[config.mk]
export PLATFORM = sky130hd
export DESIGN_NAME = uam_aux_modes
export DESIGN_NICKNAME = d
export VERILOG_FILES = /design/src/uam_pkg.sv /design/src/uam_ir_enc.sv /design/src/uam_ir_dec.sv /design/src/uam_aux_modes.sv
export SDC_FILE = /design/constraint.sdc
export NUM_CORES = 1
export LEC_CHECK = 0
export ABC_AREA = 1
export BUFFER_PORTS_ARGS = -buffer_cell sky130_fd_sc_hd__buf_2
export CORE_MARGIN = 5
export CORE_UTILIZATION = 30
export CTS_BUF_LIST = sky130_fd_sc_hd__clkbuf_4
export DETAILED_ROUTE_END_ITERATION = 10
export HOLD_SLACK_MARGIN = 0.12
export PLACE_DENSITY = 0.67
export RECOVER_POWER = 100
export SYNTH_ARGS = -nofsm -noshare
export SYNTH_HDL_FRONTEND = slang
export SYNTH_SLANG_ARGS = --single-unit
[constraint.sdc]
create_clock -name MCLK_I -period 2.36 [get_ports MCLK_I]
set_clock_uncertainty 0.1 [all_clocks]
set_input_delay 0.354 -clock MCLK_I [delete_from_list [all_inputs] [get_ports MCLK_I]]
set_output_delay 0.354 -clock MCLK_I [all_outputs]
set_load 0.03 [all_outputs]
[src/uam_pkg.sv]
// package of constants for the uart auxiliary modes block
// assumes a 100 MHz core clock and a 16x oversampling tick from outside
package uam_pkg;
  // control bit positions
  localparam int SFR_ADDR_MARK_BIT = 7;
  localparam int SFR_IR_ENH_BIT = 3;
  localparam int EFR_ENH_EN_BIT = 4;
  localparam int MCR_IR_EN_BIT = 6;
  localparam int MCR_LOOP_BIT = 4;
  localparam int IER_SLEEP_BIT = 4;
  localparam int FCR_WAKE_INT_BIT = 3;
  localparam int LCR_PARITY_LSB = 3;
  localparam logic [2:0] LCR_PARITY_FORCE0 = 3'h7;
  // infrared pulse widths in sixteenths of a bit
  localparam logic [3:0] IR_SIXTEENTHS_BASIC = 4'h3;
  localparam logic [3:0] IR_SIXTEENTHS_ENH = 4'h4;
  // reset values
  localparam logic [7:0] RST_CTRL_REG = 8'h00;
  localparam logic [7:0] RST_SFR = 8'h00;
  // oscillator divider for the clock output pin
  localparam int OSC_OUT_HALF_NS = 10;
  localparam int CLK_PERIOD_NS = 10;
  localparam int OSC_OUT_HALF_CYC = (OSC_OUT_HALF_NS + CLK_PERIOD_NS - 1) / CLK_PERIOD_NS;
  typedef enum logic [1:0] {PWR_RUN, PWR_REG_SLEEP, PWR_PIN_DRAIN, PWR_PIN_SLEEP} uam_pwr_e;
endpackage : uam_pkg

[src/uam_ir_enc.sv]
// infrared encoder: turns serial tx bits into short high pulses
// assumes a 16x bit tick and a bit-start strobe from the tx shifter
`timescale 1ns/1ps
module uam_ir_enc (
  // clock and reset
  input wire logic clk_i,
  input wire logic rst_i,
  // bit stream
  input wire logic tick16_i,
  input wire logic bit_start_i,
  input wire logic bit_i,
  input wire logic enh_i,
  // pulse out
  output logic pulse_o
);
  logic [3:0] phase;
  logic zero_bit;
  logic [3:0] width;

  // width per variant, sixteenths of a bit
  assign width = enh_i ? uam_pkg::IR_SIXTEENTHS_ENH : uam_pkg::IR_SIXTEENTHS_BASIC;

  // phase within the bit, restarted on every bit
  always_ff @(posedge clk_i or posedge rst_i) begin
    if (rst_i) begin
      phase <= 4'h0;
      zero_bit <= 1'b0;
    end else if (bit_start_i) begin
      phase <= 4'h0;
      zero_bit <= ~bit_i;
    end else if (tick16_i && phase != 4'hf) begin
      phase <= phase + 4'h1;
    end
  end

  // pulse only for zero bits, ones leave the led dark
  always_ff @(posedge clk_i or posedge rst_i) begin
    if (rst_i) begin
      pulse_o <= 1'b0;
    end else begin
      pulse_o <= zero_bit && (phase < width) && !bit_start_i;
    end
  end
endmodule : uam_ir_enc

[src/uam_ir_dec.sv]
// infrared decoder: stretches each light pulse into a full zero bit
// assumes pulses on the receive pin are at least one clock wide
`timescale 1ns/1ps
module uam_ir_dec (
  // clock and reset
  input wire logic clk_i,
  input wire logic rst_i,
  // line side
  input wire logic tick16_i,
  input wire logic pulse_i,
  // recovered uart level, idles high
  output logic rx_o
);
  logic [4:0] hold;

  // a pulse starts a bit-long low; idle pin low reads as mark
  always_ff @(posedge clk_i or posedge rst_i) begin
    if (rst_i) begin
      hold <= 5'h0;
    end else if (pulse_i) begin
      hold <= 5'h10;
    end else if (tick16_i && hold != 5'h0) begin
      hold <= hold - 5'h1;
    end
  end

  always_ff @(posedge clk_i or posedge rst_i) begin
    if (rst_i) begin
      rx_o <= 1'b1;
    end else begin
      rx_o <= !(pulse_i || hold != 5'h0);
    end
  end
endmodule : uam_ir_dec

[src/uam_aux_modes.sv]
// top of the uart auxiliary modes: multidrop tx marking, infrared, sleep, loopback
// assumes the core uart supplies shifter status, fifo levels and the 16x tick;
// control register fields arrive as plain ports, strobes are one clock wide
`timescale 1ns/1ps
module uam_aux_modes (
  // clock and reset
  input wire logic MCLK_I,
  input wire logic RST_I,
  // control register fields
  input wire logic [7:0] SFR_I,
  input wire logic SFR_WR_I,
  input wire logic [7:0] EFR_I,
  input wire logic [7:0] MCR_I,
  input wire logic [7:0] IER_I,
  input wire logic [7:0] FCR_I,
  input wire logic FCR_WR_I,
  input wire logic [7:0] LCR_I,
  // core status
  input wire logic INT_PENDING_I,
  input wire logic [3:0] MODEM_DELTA_I,
  input wire logic DIVISOR_NZ_I,
  input wire logic TX_FIFO_EMPTY_I,
  input wire logic RX_FIFO_EMPTY_I,
  input wire logic TSR_BUSY_I,
  input wire logic RSR_BUSY_I,
  input wire logic THR_WR_I,
  input wire logic ISR_RD_I,
  // core serial path
  input wire logic TICK16_I,
  input wire logic TX_BIT_START_I,
  input wire logic TX_SER_I,
  input wire logic PAR_BIT_I,
  input wire logic RTS_CORE_I,
  input wire logic DTR_CORE_I,
  // pins
  input wire logic RX_PIN_I,
  input wire logic SLEEP_PIN_I,
  input wire logic [3:0] MODEM_PIN_N_I,
  // to core
  output logic ADDR_MARK_O,
  output logic TX_NINTH_O,
  output logic RX_SER_O,
  output logic [3:0] MODEM_N_O,
  output logic FORCE0_OK_O,
  output logic CORE_RUN_O,
  output logic WAKE_INT_O,
  // pins out
  output logic TX_PIN_O,
  output logic RTS_N_O,
  output logic DTR_N_O,
  output logic OSC_OUT_O,
  output logic ASLEEP_O
);
  logic addr_mark;
  logic [7:0] sfr_q;
  logic ir_en;
  logic ir_enh;
  logic loop_en;
  logic ir_pulse;
  logic ir_rx;
  logic rx_line;
  logic rx_prev;
  logic [3:0] modem_prev;
  logic wake_ev;
  logic sleep_ok;
  logic wake_int_en;
  logic [1:0] osc_cnt;
  uam_pkg::uam_pwr_e pwr;
  uam_pkg::uam_pwr_e next_pwr;

  ////////////////////////////////////////////////////////////////////////
  // mode decode
  assign ir_en = MCR_I[uam_pkg::MCR_IR_EN_BIT];
  assign ir_enh = ir_en && SFR_I[uam_pkg::SFR_IR_ENH_BIT]
                  && EFR_I[uam_pkg::EFR_ENH_EN_BIT];
  assign loop_en = MCR_I[uam_pkg::MCR_LOOP_BIT];

  ////////////////////////////////////////////////////////////////////////
  // address-marker flag: set by software, consumed by next transmit write
  // a new set in the same cycle as a write wins, so the next byte is marked
  always_ff @(posedge MCLK_I or posedge RST_I) begin
    if (RST_I) begin
      addr_mark <= 1'b0;
    end else if (SFR_WR_I) begin
      addr_mark <= SFR_I[uam_pkg::SFR_ADDR_MARK_BIT];
    end else if (THR_WR_I) begin
      addr_mark <= 1'b0;
    end
  end

  // ninth bit of the byte being written, travels with it into the fifo
  always_ff @(posedge MCLK_I or posedge RST_I) begin
    if (RST_I) begin
      TX_NINTH_O <= 1'b0;
    end else if (THR_WR_I) begin
      TX_NINTH_O <= addr_mark | PAR_BIT_I;
    end
  end

  always_ff @(posedge MCLK_I or posedge RST_I) begin
    if (RST_I) begin
      ADDR_MARK_O <= 1'b0;
      sfr_q <= uam_pkg::RST_SFR;
      FORCE0_OK_O <= 1'b0;
    end else begin
      ADDR_MARK_O <= addr_mark;
      sfr_q <= SFR_I;
      // status only: data bytes get a zero ninth bit if parity is forced zero
      FORCE0_OK_O <= LCR_I[uam_pkg::LCR_PARITY_LSB +: 3] == uam_pkg::LCR_PARITY_FORCE0;
    end
  end

  ////////////////////////////////////////////////////////////////////////
  // infrared path
  uam_ir_enc u_enc (
    .clk_i(MCLK_I),
    .rst_i(RST_I),
    .tick16_i(TICK16_I),
    .bit_start_i(TX_BIT_START_I),
    .bit_i(TX_SER_I),
    .enh_i(ir_enh),
    .pulse_o(ir_pulse)
  );

  uam_ir_dec u_dec (
    .clk_i(MCLK_I),
    .rst_i(RST_I),
    .tick16_i(TICK16_I),
    .pulse_i(ir_en && RX_PIN_I),
    .rx_o(ir_rx)
  );

  // uart-level receive line before loopback
  assign rx_line = ir_en ? ir_rx : RX_PIN_I;

  ////////////////////////////////////////////////////////////////////////
  // loopback and pin drive
  always_ff @(posedge MCLK_I or posedge RST_I) begin
    if (RST_I) begin
      RX_SER_O <= 1'b1;
      TX_PIN_O <= 1'b1;
      RTS_N_O <= 1'b1;
      DTR_N_O <= 1'b1;
      MODEM_N_O <= 4'hf;
    end else begin
      RX_SER_O <= loop_en ? TX_SER_I : rx_line;
      // in loopback the pin is held high, mark on wire but lit in ir mode; ir mode pulses instead of levels
      TX_PIN_O <= loop_en ? 1'b1 : (ir_en ? ir_pulse : TX_SER_I);
      RTS_N_O <= loop_en ? 1'b1 : ~RTS_CORE_I;
      DTR_N_O <= loop_en ? 1'b1 : ~DTR_CORE_I;
      // modem inputs frozen at inactive while looping back
      MODEM_N_O <= loop_en ? 4'hf : MODEM_PIN_N_I;
    end
  end

  ////////////////////////////////////////////////////////////////////////
  // wake-event detection on the pins
  always_ff @(posedge MCLK_I or posedge RST_I) begin
    if (RST_I) begin
      rx_prev <= 1'b1;
      modem_prev <= 4'hf;
    end else begin
      rx_prev <= rx_line;
      modem_prev <= MODEM_PIN_N_I;
    end
  end

  // start edge, transmit write or any modem change; loopback ignores modem pins
  assign wake_ev = (rx_prev && !rx_line) || THR_WR_I
                   || (!loop_en && (modem_prev != MODEM_PIN_N_I));

  // every condition for register-controlled sleep except no wake event, which the state machine adds
  assign sleep_ok = !INT_PENDING_I && IER_I[uam_pkg::IER_SLEEP_BIT]
                    && MODEM_DELTA_I == 4'h0 && rx_line && DIVISOR_NZ_I
                    && TX_FIFO_EMPTY_I && RX_FIFO_EMPTY_I
                    && !TSR_BUSY_I && !RSR_BUSY_I;

  ////////////////////////////////////////////////////////////////////////
  // power state machine
  always_comb begin
    next_pwr = pwr;
    case (pwr)
      uam_pkg::PWR_RUN: begin
        if (SLEEP_PIN_I) begin
          next_pwr = uam_pkg::PWR_PIN_DRAIN;
        end else if (sleep_ok && !wake_ev) begin
          next_pwr = uam_pkg::PWR_REG_SLEEP;
        end
      end
      uam_pkg::PWR_REG_SLEEP: begin
        if (SLEEP_PIN_I) begin
          next_pwr = uam_pkg::PWR_PIN_DRAIN;
        end else if (wake_ev || !IER_I[uam_pkg::IER_SLEEP_BIT] || INT_PENDING_I) begin
          next_pwr = uam_pkg::PWR_RUN;
        end
      end
      uam_pkg::PWR_PIN_DRAIN: begin
        // fifos are left alone; only shifters must finish
        if (!SLEEP_PIN_I) begin
          next_pwr = uam_pkg::PWR_RUN;
        end else if (!TSR_BUSY_I && !RSR_BUSY_I) begin
          next_pwr = uam_pkg::PWR_PIN_SLEEP;
        end
      end
      uam_pkg::PWR_PIN_SLEEP: begin
        // register wake events have no effect here
        if (!SLEEP_PIN_I) begin
          next_pwr = uam_pkg::PWR_RUN;
        end
      end
      default: next_pwr = uam_pkg::PWR_RUN;
    endcase
  end

  always_ff @(posedge MCLK_I or posedge RST_I) begin
    if (RST_I) begin
      pwr <= uam_pkg::PWR_RUN;
    end else begin
      pwr <= next_pwr;
    end
  end

  always_ff @(posedge MCLK_I or posedge RST_I) begin
    if (RST_I) begin
      ASLEEP_O <= 1'b0;
      CORE_RUN_O <= 1'b1;
    end else begin
      ASLEEP_O <= next_pwr == uam_pkg::PWR_REG_SLEEP || next_pwr == uam_pkg::PWR_PIN_SLEEP;
      // core clock gate: fifos hold their contents while stopped
      CORE_RUN_O <= !(next_pwr == uam_pkg::PWR_REG_SLEEP
                      || next_pwr == uam_pkg::PWR_PIN_SLEEP);
    end
  end

  ////////////////////////////////////////////////////////////////////////
  // oscillator output: toggles while awake, held low in sleep
  always_ff @(posedge MCLK_I or posedge RST_I) begin
    if (RST_I) begin
      osc_cnt <= 2'h0;
      OSC_OUT_O <= 1'b0;
    end else if (ASLEEP_O) begin
      osc_cnt <= 2'h0;
      OSC_OUT_O <= 1'b0;
    end else if (osc_cnt == 2'(uam_pkg::OSC_OUT_HALF_CYC - 1)) begin
      osc_cnt <= 2'h0;
      OSC_OUT_O <= ~OSC_OUT_O;
    end else begin
      osc_cnt <= osc_cnt + 2'h1;
    end
  end

  ////////////////////////////////////////////////////////////////////////
  // wake-up interrupt enable, written with the fifo control register
  always_ff @(posedge MCLK_I or posedge RST_I) begin
    if (RST_I) begin
      wake_int_en <= 1'b0;
    end else if (FCR_WR_I) begin
      wake_int_en <= FCR_I[uam_pkg::FCR_WAKE_INT_BIT];
    end
  end

  // sticky wake flag; a new wake in the clearing cycle wins
  always_ff @(posedge MCLK_I or posedge RST_I) begin
    if (RST_I) begin
      WAKE_INT_O <= 1'b0;
    end else if (wake_int_en && ASLEEP_O
                 && next_pwr == uam_pkg::PWR_RUN) begin
      WAKE_INT_O <= 1'b1;
    end else if (ISR_RD_I || !wake_int_en) begin
      WAKE_INT_O <= 1'b0;
    end
  end
endmodule : uam_aux_modes

==> results of run 1 <==
metrics by stage:
step / setup WS [ps] / std cells / total power, mW / hold WS (ps)
2_1_floorplan: 1000 / 195 / 1.01 / 258
3_3_place_gp: 778 / 319 / 1.10 / 275
3_5_place_dp: 770 / 319 / 1.11 / 284
4_1_cts: 625 / 343 / 1.48 / 124
5_1_grt: 317 / 343 / 1.56 / 138
6_report: 400 / 343 / 1.43 / 145
routing by layer:
metal / track usage / wire length, microns / up-vias
met3: 0.0369 / 268 / 4
li1: - / - / 748
met1: 0.136 / 1650 / 634
met5: 0 / 0 / -
met4: 0.0317 / 30 / 0
met2: 0.181 / 1670 / 33
timing repair:
item | in CTS | in global routing
endpoints found under the hold margin | 39 | 0
hold buffers | 16 | 0
setup buffers | 0 | 0
flip-flops by register name, indices dropped and copies added, names as in the netlist, 2 cells and up:
name / flops
pwr: 2
modem_prev: 4
u_enc.phase: 4
MODEM_N_O: 4
u_dec.hold: 5
osc_cnt: 2
cell families (layout without fill, tap and decap cells):
family / count (synthesis) / in the layout / share of synthesized area
AO/OA/AOI/OAI: 24 / 24 / 0.0771
XOR/XNOR: 1 / 1 / 0.00514
adder cells (fa/ha/maj): 7 / 7 / 0.0514
buffers and inverters: 38 / 114 / 0.0837
flip-flops: 38 / 38 / 0.569
AND/OR/NAND/NOR: 87 / 87 / 0.214
layout by cell type (no fill, tap or decap), types with 2 or more instances in the layout:
cell type,synthesis,layout
a21oi_1,9,9
buf_2,0,29
clkbuf_1,1,23
clkbuf_4,0,5
clkinv_1,1,2
dfrtp_1,23,23
dfstp_2,15,15
dlygate4sd3_1,0,16
ha_1,7,7
inv_1,35,35
nand2_1,51,53
nand3_1,7,7
nor2_1,19,20
nor3_1,1,2
o21ai_0,10,10
critical path, cell delays in order:
cell	delay, ps
dlygate4sd3_1	520
clkbuf_1	190
inv_1	100
nor3_1	370
inv_2	70
ha_1	280
inv_1	40
o21a_1	170
final timing paths:
check,endpoint,slack [ps]
min in group asynchronous,OSC_OUT_O,750
worst min-delay path,TX_NINTH_O,140
worst max-delay path,u_enc.pulse_o,400
worst min register to register,ADDR_MARK_O,310
worst max register to register,u_dec.hold[4],790
max in group asynchronous,u_dec.hold[4],820
report_power, final:
part           total (mW)  leakage, nW  internal (mW)  switching, mW
Clock               0.328       0.0329          0.112          0.216
Combinational       0.321        0.664          0.124          0.197
Sequential          0.782        0.451          0.742         0.0400
Total                1.43         1.15          0.977          0.453
cell type report:
type / instances / area share
Clock inverter: 3 / 0.00674
Clock buffer: 5 / 0.0169
Inverter: 37 / 0.0624
Multi-Input combinational cell: 119 / 0.260
Sequential cell: 38 / 0.435
Timing Repair Buffer: 69 / 0.178
Tap cell: 72 / 0.0404
==> flow_metrics.tcl, run 1 <==
set metrics [dict create \
    min_from "PAR_BIT_I" \
    htreeDepth 2 \
    synth-seq-cells 38 \
    num_vias 1419 \
    cts_buffers 5 \
    syn_nets 278 \
    fin_tns_setup_ps 0 \
    dpl.hpwl_microns 2640 \
    cp-start-kind "primary input" \
    holdPathStages 3 \
    worstPathArrival_ps 2090 \
    cap_violations 0 \
    post-route-util 0.404 \
    gr-total-overflow 0 \
    synth_common_cells "nand2_1, inv_1, dfrtp_1" \
    synth.area.top_cells "dfrtp_1, dfstp_2, nand2_1, inv_1, ha_1" \
    hold_class "primary input to flop" \
    seqCellArea_sq_um 970 \
    avgSynthCellArea_sq_um 8.74 \
    fmax_mhz 510 \
    drive_above_1_share 0.196 \
    outcome "complete, no violations" \
    grt_first_pass_wirelength_microns 6470 \
    insertion_delay_ps 330 \
    gp_congestion 0.757 \
    ioPinCount 91 \
    hold_viol 0 \
    rr_worst_depth 8 \
    avgViaCountPerCell 4.14 \
    multi_input_area_sq_um 579 \
    yosysWarnings 0 \
    async_flop_share 1.00 \
    die_w_microns 85.4 \
    worst_pin_slew_ps 950 \
    rows 27 \
    firstDrtPassIters 4 \
    ys.flop_type "dfrtp_1" \
    portBuffers 52 \
    syn-cell-area_sq_um 1700 \
    avgRoutedWirePerCell_microns 10.6 \
    setup_viol 0 \
    rsz0062_at_grt "false" \
    required_ps 2490 \
    maxSlewHeadroom 0.367 \
    grt_usage 0.110 \
    synth_edf_count 0 \
    drt-initial-drc-count 32 \
    fill_cells 558 \
    cts_root_buf "clkbuf_4" \
    yosys.area.top_type "dfrtp_1" \
    pwr_density_cell_nw_per_um2 642 \
    antenna_found_initial 0 \
    critPathLaunch "MCR_I[6]" \
    cts_tree "built" \
    end_kind "flop" \
    core_area_sq_um 5510 \
    power_leakage_nw 1.15 \
    cts.clk_slew.worst_paths_ps 120 \
    synth.most_common_cell "nand2_1" \
    clk_path_buf_depth 2 \
    antenna_cells 0 \
    report.final.slew_viol_count 0 \
    die-area_sq_um 7290 \
    drc 0 \
    path_max_fanout 5 \
    dpl_cell_area_sq_um 2060 \
    design_area_sq_um 2230 \
    grt_start_max_net_pins 39 \
    routed_wl_microns 3620 \
    area_delta_synth_final_pct 30.7 \
    fin_crit_sh 0.831 \
    period_needed_ps 1960 \
    grt_pass1_vias 1466 \
    initial_utilization 0.309 \
    reg2reg_from "u_dec.hold[1]" \
    cts_resized 0 \
    ys_types 27 \
    critical_path_class "primary input to flop" \
    seq_area_frac_synth 0.569 \
    netlist_instances 195 \
    die_y_microns 85.4 \
    final_nets 353 \
    drtAntennaViolNets 0 \
    peakVddDrop_uv 304 \
    yosys.area.top_type_share 0.338 \
    clkSinkCount 38 \
]
Power figures use the tool's default switching activity.
==> run 2, diff against run 1 <==
PLACE_DENSITY = 0.69   (was 0.67)
clock period = 1.7 ns   (was 2.36 ns; I/O delays follow)
==> run 2 against run 1 <==
Compared with the run above: cell area up 5.8%; wire length up 0.39%; first-iteration DRC count down 16%; sequential power up 38%; critical path depth unchanged; combinational power up 49%; largest cell class unchanged; cell count up 2.6%; count of clock-buffer cells in the layout unchanged; critical endpoint unchanged; via count up 4.4%; die area unchanged; sequential share of layout area down 2.4 points.
==> flow_metrics.tcl, run 2 (synthesis results as in run 1) <==
set metrics [dict create \
    antenna_cells 0 \
    holdPathStages 0 \
    clk_path_buf_depth 2 \
    area_delta_synth_final_pct 38.3 \
    power_leakage_nw 1.24 \
    grt_pass1_vias 1458 \
    htreeDepth 2 \
    grt_first_pass_wirelength_microns 6290 \
    clkSinkCount 38 \
    critical_path_class "primary input to flop" \
    setup_viol 0 \
    die-area_sq_um 7290 \
    largest_reg_flops 5 \
    end_kind "flop" \
    ioPinCount 91 \
    cts_buffers 5 \
    die_y_microns 85.4 \
    cts_root_buf "clkbuf_4" \
    cap_violations 0 \
    routed_wl_microns 3630 \
    post-route-util 0.428 \
    portBuffers 52 \
    cts_tree "built" \
    path_depth 8 \
    avgViaCountPerCell 4.21 \
    rows 27 \
    firstDrtPassIters 4 \
    slowest_delay_ps 520 \
    required_ps 1840 \
    cp-start-kind "primary input" \
    num_vias 1482 \
    gr-total-overflow 0 \
    core_area_sq_um 5510 \
    initial_utilization 0.309 \
    rsz0062_at_grt "true" \
    final_common_cell "nand2_1" \
    rr_worst_depth 8 \
    final_nets 362 \
    fin_crit_sh 0.938 \
    pre_cts_ws_ps 195 \
    dpl.hpwl_microns 2650 \
    drtAntennaViolNets 0 \
    final_cell_mix "nand2_1, buf_2, inv_1" \
    crit_path_top_delay_cell "dlygate4sd3_1" \
    drive_above_1_share 0.275 \
    worst_pin_slew_ps 948 \
    avgRoutedWirePerCell_microns 10.3 \
    period_needed_ps 1590 \
    grt_start_max_net_pins 39 \
    path_max_fanout 5 \
    fmax_mhz 627 \
    insertion_delay_ps 340 \
    worst-path-buf-inv 5 \
    die_w_microns 85.4 \
    worstPathArrival_ps 1730 \
    drt-initial-drc-count 27 \
    maxSlewHeadroom 0.368 \
    peakVddDrop_uv 393 \
    drc 0 \
    cpLargestDelayFamily "buffers and inverters" \
    path_cells "dlygate4sd3_1 -> buf_2 -> inv_2 -> nor3_4 -> inv_2 -> ha_1 -> inv_1 -> o21a_1" \
    largest-register "u_dec.hold" \
    gp_congestion 0.740 \
    post_cts_buffers 0 \
    cts.clk_slew.worst_paths_ps 120 \
    outcome "complete, no violations" \
    crit_top_cell "inv_2" \
    hold_viol 0 \
    grt_usage 0.107 \
    hold_class "flop to flop" \
    setup_slack_ps 105 \
    report.final.slew_viol_count 0 \
    pwr_density_cell_nw_per_um2 856 \
    antenna_found_initial 0 \
]
==> run 2: cell types whose count changed in the layout (fill, tap and decap cells not counted), moves of 2 or more <==
cell           previous run  this run
buf_2                    29        47
clkbuf_1                 23         5
dlygate4sd3_1            16        24
nand2_1                  53        51
nand2_2                   0         2
==> run 2: area by class of cell <==
class	instances	area, sq um
clock buffers	5	37.5
fillers	566	3150
clock inverters	3	15.0
flip-flops and latches	38	970
well taps	72	90.1
repair buffers	78	507
inverters	37	139
multi-input cells	119	598
==> run 2: power by group <==
| group | internal [mW] | total, mW | leakage (nW) | switching [mW] |
|---|---|---|---|---|
| clock | 0.155 | 0.454 | 0.0329 | 0.299 |
| combinational | 0.198 | 0.478 | 0.755 | 0.280 |
| sequential | 1.03 | 1.08 | 0.451 | 0.0542 |
| total | 1.38 | 2.02 | 1.24 | 0.633 |
==> run 2: timing repair <==
item                                    in CTS  in global routing
hold buffers                                24                  0
endpoints found under the hold margin       47                  0
gates resized for setup                      0                  2
endpoints found under the setup margin       0                  2
==> run 2: final timing paths <==
kind                                from       endpoint  slack [ps]
setup / recovery                MCR_I[6]  u_enc.pulse_o         110
hold / removal                 addr_mark    ADDR_MARK_O         310
setup reg to reg           u_dec.hold[1]  u_dec.hold[4]         190
hold reg to reg                addr_mark    ADDR_MARK_O         310
max in group asynchronous          RST_I     WAKE_INT_O         280
min in group asynchronous          RST_I  u_dec.hold[4]         650
==> run 2: metal layers <==
| layer | global-route usage | part of all wire | up-vias |
|---|---|---|---|
| met5 | 0 | 0 | - |
| met4 | 0.0288 | 0.0039 | 0 |
| met3 | 0.0417 | 0.076 | 2 |
| met2 | 0.174 | 0.47 | 41 |
| met1 | 0.133 | 0.45 | 670 |
| li1 | - | - | 769 |
==> run 2: per-stage QoR <==
step | total power [mW] | cells | hold slack [ps] | cell area (sq um) | setup TNS (ps)
floorplan | 1.40 | 195 | 159 | 1700 | 0
global placement | 1.53 | 320 | 276 | 2070 | 0
detailed placement | 1.54 | 320 | 284 | 2070 | 0
CTS | 2.06 | 352 | 301 | 2360 | 0
global route | 2.17 | 352 | 329 | 2360 | -13.4
finish | 2.02 | 352 | 312 | 2360 | 0
==> run 2: worst register-to-register path: stages (launching register included) <==
cell and delay [ps]:
dfrtp_1 370, inv_1 80, ha_1 180, nand3b_1 100, nand2_1 140, nor2_2 160, nand2_1 80, a21oi_1 110
o21ai_0 90
